### config.mk
export PLATFORM = sky130hd
export DESIGN_NAME = analog_comparator_control
export DESIGN_NICKNAME = d
export VERILOG_FILES = /design/src/rtl/acmp_pkg.sv /design/src/rtl/cmp_sync.sv /design/src/rtl/cmp_edge_detect.sv /design/src/rtl/analog_comparator_control.sv
export SDC_FILE = /design/constraint.sdc
export NUM_CORES = 1
export LEC_CHECK = 0
export BUFFER_PORTS_ARGS = -buffer_cell sky130_fd_sc_hd__buf_4
export CAP_MARGIN = 20
export CORE_MARGIN = 2
export CORE_UTILIZATION = 30
export DETAILED_ROUTE_END_ITERATION = 10
export GPL_TIMING_DRIVEN = 0
export SLEW_MARGIN = 20
export SYNTH_ARGS = -nofsm -noshare
export SYNTH_HDL_FRONTEND = slang
export SYNTH_SLANG_ARGS = --single-unit
### constraint.sdc
create_clock -name ref_clk -period 1.4 [get_ports ref_clk]
set_input_delay 0.14 -clock ref_clk [delete_from_list [all_inputs] [get_ports ref_clk]]
set_output_delay 0.14 -clock ref_clk [all_outputs]
set_load 0.03 [all_outputs]
### src/rtl/acmp_pkg.sv
/*
  Shared constants of the analog comparator control block: register map,
  bit positions, edge-mode codes, reset values and AXI response codes.
  Assumes a 32-bit AXI4-Lite register bus with one register per aligned word.
*/
package acmp_pkg;

  // Register map (byte addresses)
  localparam logic [31:0] CTRL_STATUS_ADDR = 32'h0000_0008;
  localparam int          ADDR_W           = 32;
  localparam int          DATA_W           = 32;
  localparam int          REG_W            = 8;

  // Bit positions in comparator_control_status
  localparam int BIT_POWER_OFF   = 7;
  localparam int BIT_RESERVED    = 6;
  localparam int BIT_RESULT      = 5;
  localparam int BIT_EVENT_FLAG  = 4;
  localparam int BIT_IRQ_ENABLE  = 3;
  localparam int BIT_CAPTURE_SEL = 2;
  localparam int BIT_EDGE_SEL_HI = 1;
  localparam int BIT_EDGE_SEL_LO = 0;

  // Edge select codes
  localparam logic [1:0] EDGE_TOGGLE   = 2'h0;
  localparam logic [1:0] EDGE_RESERVED = 2'h1;
  localparam logic [1:0] EDGE_FALL     = 2'h2;
  localparam logic [1:0] EDGE_RISE     = 2'h3;

  // Reset values of writable fields
  localparam logic       RST_POWER_OFF  = 1'h0;
  localparam logic       RST_EVENT_FLAG = 1'h0;
  localparam logic       RST_IRQ_ENABLE = 1'h0;
  localparam logic       RST_CAPTURE    = 1'h0;
  localparam logic [1:0] RST_EDGE_SEL   = 2'h0;

  // AXI response codes
  localparam logic [1:0] RESP_OKAY   = 2'h0;
  localparam logic [1:0] RESP_SLVERR = 2'h2;

endpackage : acmp_pkg

### src/rtl/cmp_sync.sv
/*
  Two-flop synchroniser for one level coming from outside the clock domain.
  Assumes the input is a slowly changing level, not a short pulse.
*/
module cmp_sync
(
  input  wire logic ref_clk,
  input  wire logic rst,
  input  wire logic asyncIn,
  output logic      syncOut
);

  typedef struct packed
  {
    logic first;
    logic second;
  } sync_s;

  sync_s s;
  sync_s next_s;

  // The first stage feeds only the second stage
  always_comb
  begin
    next_s.first  = asyncIn;
    next_s.second = s.first;
  end

  always_ff @(posedge ref_clk)
  begin
    if (rst)
      s <= '0;
    else
      s <= next_s;
  end

  assign syncOut = s.second;

endmodule : cmp_sync

### src/rtl/cmp_edge_detect.sv
/*
  Edge matcher for the synchronised comparator level.
  Assumes level is already in the ref_clk domain; evt is combinational,
  one cycle wide, and must be registered by the parent.
*/
module cmp_edge_detect
(
  input  wire logic       ref_clk,
  input  wire logic       rst,
  input  wire logic       level,
  input  wire logic [1:0] mode,
  output logic            evt
);

  typedef struct packed
  {
    logic prev;
  } edge_s;

  edge_s s;
  edge_s next_s;

  // Match the change against the selected edge; the reserved code never fires
  always_comb
  begin
    next_s.prev = level;
    case (mode)
      acmp_pkg::EDGE_TOGGLE: evt = level ^ s.prev;
      acmp_pkg::EDGE_FALL:   evt = s.prev & ~level;
      acmp_pkg::EDGE_RISE:   evt = ~s.prev & level;
      default:               evt = 1'b0;
    endcase
  end

  always_ff @(posedge ref_clk)
  begin
    if (rst)
      s <= '0;
    else
      s <= next_s;
  end
endmodule : cmp_edge_detect

### src/rtl/analog_comparator_control.sv
/*
  Control and status logic around the on-chip voltage comparator, with one
  8-bit register reached over an AXI4-Lite slave.
  Assumes the comparator output and the capture pin are asynchronous levels,
  and that the global enable and vector acknowledge come from the CPU on ref_clk.
*/
// Implementation choice: the AXI4-Lite interface to the registers.
// How it works
// - Synchronised comparator result readable as status bit
// - Capture select routes comparator to timer capture
// - Mode chooses rise, fall or toggle event
// - Power-off bit switches comparator off, writable anytime
// - Bit 6 reserved, always reads zero
// - Matching output change sets the event flag
// - Request needs flag, enable and global enable
// - Vector acknowledge clears the event flag
// - Writing one clears flag, zero keeps it
module analog_comparator_control
(
  input  wire logic        ref_clk,
  input  wire logic        rst,
  // AXI4-Lite write address
  input  wire logic [31:0] s_axi_awaddr,
  input  wire logic        s_axi_awvalid,
  output logic             s_axi_awready,
  // AXI4-Lite write data
  input  wire logic [31:0] s_axi_wdata,
  input  wire logic [3:0]  s_axi_wstrb,
  input  wire logic        s_axi_wvalid,
  output logic             s_axi_wready,
  // AXI4-Lite write response
  output logic [1:0]       s_axi_bresp,
  output logic             s_axi_bvalid,
  input  wire logic        s_axi_bready,
  // AXI4-Lite read address
  input  wire logic [31:0] s_axi_araddr,
  input  wire logic        s_axi_arvalid,
  output logic             s_axi_arready,
  // AXI4-Lite read data
  output logic [31:0]      s_axi_rdata,
  output logic [1:0]       s_axi_rresp,
  output logic             s_axi_rvalid,
  input  wire logic        s_axi_rready,
  // Comparator core and timer
  input  wire logic        cmpRawOut,
  input  wire logic        capturePin,
  output logic             cmpPowerOff,
  output logic             captureTrigger,
  // CPU interrupt interface
  input  wire logic        globalIrqEnable,
  input  wire logic        irqAck,
  output logic             irqRequest
);

  typedef struct packed
  {
    logic        awready;
    logic        wready;
    logic        awHeld;
    logic        wHeld;
    logic [31:0] awaddr;
    logic [7:0]  wdata;
    logic        wstrb0;
    logic        bvalid;
    logic [1:0]  bresp;
    logic        arready;
    logic        rvalid;
    logic [31:0] rdata;
    logic [1:0]  rresp;
    logic        powerOff;
    logic        eventFlag;
    logic        irqEnable;
    logic        capSel;
    logic [1:0]  edgeSel;
    logic        irqRequest;
    logic        captureTrigger;
  } ctrl_s;

  ctrl_s       s;
  ctrl_s       next_s;
  logic        cmpLevel;
  logic        capLevel;
  logic        cmpEvent;
  logic        doWrite;
  logic        regHit;
  logic        clearByWrite;
  logic [7:0]  regView;

  // Address decode shared by the write and the read path
  function automatic logic isCtrlAddr(input logic [31:0] addr);
    isCtrlAddr = (addr == acmp_pkg::CTRL_STATUS_ADDR);
  endfunction : isCtrlAddr

  // Both external levels are asynchronous to ref_clk
  cmp_sync u_cmp_sync
  (
    .ref_clk (ref_clk),
    .rst     (rst),
    .asyncIn (cmpRawOut),
    .syncOut (cmpLevel)
  );

  cmp_sync u_cap_sync
  (
    .ref_clk (ref_clk),
    .rst     (rst),
    .asyncIn (capturePin),
    .syncOut (capLevel)
  );

  cmp_edge_detect u_edge
  (
    .ref_clk (ref_clk),
    .rst     (rst),
    .level   (cmpLevel),
    .mode    (s.edgeSel),
    .evt     (cmpEvent)
  );

  // Register image as software sees it
  always_comb
  begin
    regView                            = '0;
    regView[acmp_pkg::BIT_POWER_OFF]   = s.powerOff;
    regView[acmp_pkg::BIT_RESULT]      = cmpLevel;
    regView[acmp_pkg::BIT_EVENT_FLAG]  = s.eventFlag;
    regView[acmp_pkg::BIT_IRQ_ENABLE]  = s.irqEnable;
    regView[acmp_pkg::BIT_CAPTURE_SEL] = s.capSel;
    regView[acmp_pkg::BIT_EDGE_SEL_HI] = s.edgeSel[1];
    regView[acmp_pkg::BIT_EDGE_SEL_LO] = s.edgeSel[0];
  end

  // Bus slave, register file and interrupt logic in one next-state process
  always_comb
  begin
    next_s       = s;
    doWrite      = s.awHeld && s.wHeld && !s.bvalid;
    regHit       = isCtrlAddr(s.awaddr);
    clearByWrite = 1'b0;

    // Address and data are taken independently, in either order
    if (s.awready && s_axi_awvalid)
    begin
      next_s.awHeld = 1'b1;
      next_s.awaddr = s_axi_awaddr;
    end
    if (s.wready && s_axi_wvalid)
    begin
      next_s.wHeld  = 1'b1;
      next_s.wdata  = s_axi_wdata[7:0];
      next_s.wstrb0 = s_axi_wstrb[0];
    end

    // Commit once both halves are held; only byte lane 0 carries the register
    if (doWrite)
    begin
      next_s.awHeld = 1'b0;
      next_s.wHeld  = 1'b0;
      next_s.bvalid = 1'b1;
      next_s.bresp  = regHit ? acmp_pkg::RESP_OKAY : acmp_pkg::RESP_SLVERR;
      if (regHit && s.wstrb0)
      begin
        next_s.powerOff  = s.wdata[acmp_pkg::BIT_POWER_OFF];
        next_s.irqEnable = s.wdata[acmp_pkg::BIT_IRQ_ENABLE];
        next_s.capSel    = s.wdata[acmp_pkg::BIT_CAPTURE_SEL];
        next_s.edgeSel   = {s.wdata[acmp_pkg::BIT_EDGE_SEL_HI],
                            s.wdata[acmp_pkg::BIT_EDGE_SEL_LO]};
        clearByWrite     = s.wdata[acmp_pkg::BIT_EVENT_FLAG];
      end
    end
    else if (s.bvalid && s_axi_bready)
    begin
      next_s.bvalid = 1'b0;
    end
    // Each ready only while its own channel holds nothing and no response waits, so a second write waits its turn
    next_s.awready = !next_s.awHeld && !next_s.bvalid;
    next_s.wready  = !next_s.wHeld && !next_s.bvalid;

    // Read path answers on the cycle after the address is taken
    if (s.arready && s_axi_arvalid)
    begin
      next_s.rvalid = 1'b1;
      if (isCtrlAddr(s_axi_araddr))
      begin
        next_s.rdata = {24'h00_0000, regView};
        next_s.rresp = acmp_pkg::RESP_OKAY;
      end
      else
      begin
        next_s.rdata = 32'h0000_0000;
        next_s.rresp = acmp_pkg::RESP_SLVERR;
      end
    end
    else if (s.rvalid && s_axi_rready)
    begin
      next_s.rvalid = 1'b0;
    end
    next_s.arready = !next_s.rvalid;

    // A new event beats a clear in the same cycle, so it is never lost
    if (cmpEvent)
      next_s.eventFlag = 1'b1;
    else if (irqAck || clearByWrite)
      next_s.eventFlag = 1'b0;

    // Request is gated by the flag, the local enable and the CPU enable
    next_s.irqRequest = s.eventFlag && s.irqEnable && globalIrqEnable && !irqAck;

    // Capture input comes from the comparator or the pin
    next_s.captureTrigger = s.capSel ? cmpLevel : capLevel;
  end

  always_ff @(posedge ref_clk)
  begin
    if (rst)
    begin
      s           <= '0;
      s.powerOff  <= acmp_pkg::RST_POWER_OFF;
      s.eventFlag <= acmp_pkg::RST_EVENT_FLAG;
      s.irqEnable <= acmp_pkg::RST_IRQ_ENABLE;
      s.capSel    <= acmp_pkg::RST_CAPTURE;
      s.edgeSel   <= acmp_pkg::RST_EDGE_SEL;
    end
    else
    begin
      s <= next_s;
    end
  end

  // All outputs straight from the state register
  assign s_axi_awready  = s.awready;
  assign s_axi_wready   = s.wready;
  assign s_axi_bvalid   = s.bvalid;
  assign s_axi_bresp    = s.bresp;
  assign s_axi_arready  = s.arready;
  assign s_axi_rvalid   = s.rvalid;
  assign s_axi_rdata    = s.rdata;
  assign s_axi_rresp    = s.rresp;
  assign cmpPowerOff    = s.powerOff;   // Analog core powers down while high
  assign captureTrigger = s.captureTrigger;
  assign irqRequest     = s.irqRequest;
endmodule : analog_comparator_control

==> run metrics <==
status=finished, violations left; crit path from=s[66]; TritonCTS clock tree=yes; Critical Path Fanout Max=6; WHS=0.0214 ns; Mapped Area=2860 µm²; Die Footprint=10300 µm²; Crit path largest cell delay=0.32 ns; Worst R2R Start=s[66]; #FFs+latches synth=68; Num CTS Buffers=9; die span in x=102 µm; CP arrival=1.76 ns; Placer Congestion=0.764; Least-Margin Pin Slew=0.559 ns; Setup crit end kind=flip-flop; Mapped Cells=329; initial antenna violation count=0; final slew viol count=0; CP cell instances=nor4_2 > nand4_1 > nor3_4 > buf_12 > mux2i_1; clk_lat worst skew=0.33 ns; hold_sp=capturePin; Mapped Avg Cell Area=8.70 µm²; maximum vdd drop=397 µV; slowest cell on the critical path=dfxtp_2; Routed WL=6.87 mm; crit path launch type=flip-flop; most frequent cell after synthesis=nand2_1; Setup Skew=0.0108 ns; port buffer count=97; Hold/Removal Path Class=in -> reg; Non-Filler Instances=599; final setup fails=6; leading area contributor after synthesis=dfxtp_1; Post-synth EDFFs=0; clock tree sinks=68; All-Layer GR Usage=0.130; critical path required time=1.66 ns; Placement Setup Slack=-0.272 ns; Max Cap Viol=0; Initial Utilization=0.310; via count=2541; core area=9240 µm²; failing checks=negative setup slack; drt wl/cell=11.5 µm; Clock Tree Root=clkbuf_8; Final Cycle Share=1.07; Setup Crit Path Kind=reg -> reg; Diodes inserted=0; Overflow after GRT=0; area grow syn2layout=44.7%; Yosys top cell area share=0.476; Synth Warn #=0; first-iteration detailed-routing DRC count=40; asr flop ratio synth=0; Tmin final=1.50 ns; sequential area share after synthesis=0.476; DRC Markers=0; DP HPWL=5.40 mm; die height=102 µm; synth top area cells=dfxtp_1 (48%), nand2_1 (10%), buf_4 (9.4%); RSZ-0062 raised after global routing=true; Slew HR=0.628; depth of the CTS H-tree=3; Top FF cell, synth=dfxtp_1; largest net degree at the start of global routing=12; final net count=578; pwr/cell area=1050 nW/µm²; Vias/cell=4.24; share of cells above drive strength 1=0.370; fmax=668 MHz; register area=1370 µm²; WP buf/inv=1; CP delay by family, top=simple AND/OR/NAND/NOR gates; fin worst setup slack=-0.0975 ns; First-pass DRT Iterations=4; first-pass GRT wire length=10.3 mm; area used by multi-input combinational logic=1290 µm²; Clock Tree Buf Depth=2; post-synth cell types=33; Row Count=35; r2r setup slk=-0.1 ns; Fill cells=931; Synth top cells by count=nand2_1 (76), dfxtp_1 (68), a21oi_1 (44), buf_4 (36), clkbuf_1 (12); cell count after placement=581; number of global-route vias before repair=2334; IO Count=155; Antenna Nets Post-Route=0; clock-pin slew on the worst setup and hold paths=0.07 ns; Pleak=1.79 nW; final count of hold timing violations=0
through the flow:
step	instance area (µm²)	power, mW	TNS [ns]	utilization
after floorplan	2960	2.49	0	-
after global placement	3850	2.75	-3.59	0.417
after detailed placement	3850	2.77	-4.39	0.417
after CTS	4110	4.42	-0.574	0.445
after global routing	4140	4.59	-1.31	0.448
final	4140	4.36	-0.443	0.448
final timing paths:
path,depth (start not counted),to
max reg2reg,5,regView[2]
min reg2reg,1,u_cap_sync.syncOut
min,2,u_cap_sync.next_s[0]
max,5,regView[2]
cell type report:
type                    instances  share of cell area
clock buffers                  12              0.0375
multi-input cells             230               0.311
repair buffers                100               0.185
flip-flops and latches         68               0.330
inverters                       4             0.00362
plain buffers                  52              0.0828
well taps                     129              0.0390
clock inverters                 4              0.0115
worst reg2reg max path, cell delays in order (launching register included):
cell and delay, ns:
dfxtp_2 0.32, nor4_2 0.30, nand4_1 0.22, nor3_4 0.26, buf_12 0.15, mux2i_1 0.18
state kept, by name (all words and copies together) (netlist names):
register,count
captureTrigger,1
cmpPowerOff,1
irqRequest,1
regView,5
s,41
s_axi_arready,1
s_axi_awready,1
s_axi_bresp,1
s_axi_bvalid,1
s_axi_rdata,7
s_axi_rresp,1
s_axi_rvalid,1
s_axi_wready,1
u_cap_sync.next_s,1
u_cap_sync.syncOut,1
u_cmp_sync.next_s,1
u_cmp_sync.syncOut,1
u_edge.s,1
cell usage in the layout (no fill, tap or decap), drive strengths merged, types with 2 or more instances in the layout:
master | synthesis | routed
nand2b | 11 | 11
clkbuf | 12 | 23
a22o | 7 | 7
nor2b | 5 | 5
a21oi | 44 | 44
and3 | 2 | 2
clkinv | 0 | 2
nor3 | 3 | 3
nand3 | 8 | 8
nand2 | 76 | 76
and2 | 2 | 2
nor4 | 15 | 15
ha | 2 | 2
nor2 | 8 | 8
dfxtp | 68 | 68
a211oi | 2 | 2
mux2i | 6 | 6
nor4b | 3 | 3
conb | 1 | 27
inv | 4 | 4
buf | 41 | 140
nand4 | 3 | 3
routing by layer:
layer  vias up  wire, µm  global-route usage  part of all wire
li1       1318         -                   -                 -
met1      1129      2930               0.153              0.43
met2        89      3350               0.227              0.49
met3         5       507              0.0276             0.074
met4         0        72              0.0593             0.010
met5         -         0                   0                 0
logic make-up after synthesis:
logic type | after synthesis | share of synthesized area
and+or+nand+nor | 139 | 0.257
AOI/OAI and AO/OA | 56 | 0.111
muxes | 6 | 0.0210
DFF | 68 | 0.476
adders and majority gates | 2 | 0.00874
other | 1 | 0.00131
buffers and inverters | 57 | 0.125
power breakdown:
part | leakage [nW] | switching (mW) | total, mW | internal (mW)
Combinational | 1.13 | 0.342 | 0.677 | 0.334
Sequential | 0.556 | 0.0536 | 2.07 | 2.02
Clock | 0.102 | 0.701 | 1.62 | 0.915
Total | 1.79 | 1.10 | 4.36 | 3.27
what timing repair did:
item / CTS / global route
gates cloned: 0 / 0
hold endpoints to repair: 1 / 0
pin swaps: 3 / 6
buffers inserted: 2 / 0
resized for setup: 6 / 8
setup endpoints to repair: 36 / 37
hold buffers: 1 / 0
Note: power is estimated with default switching activity, not from simulation.
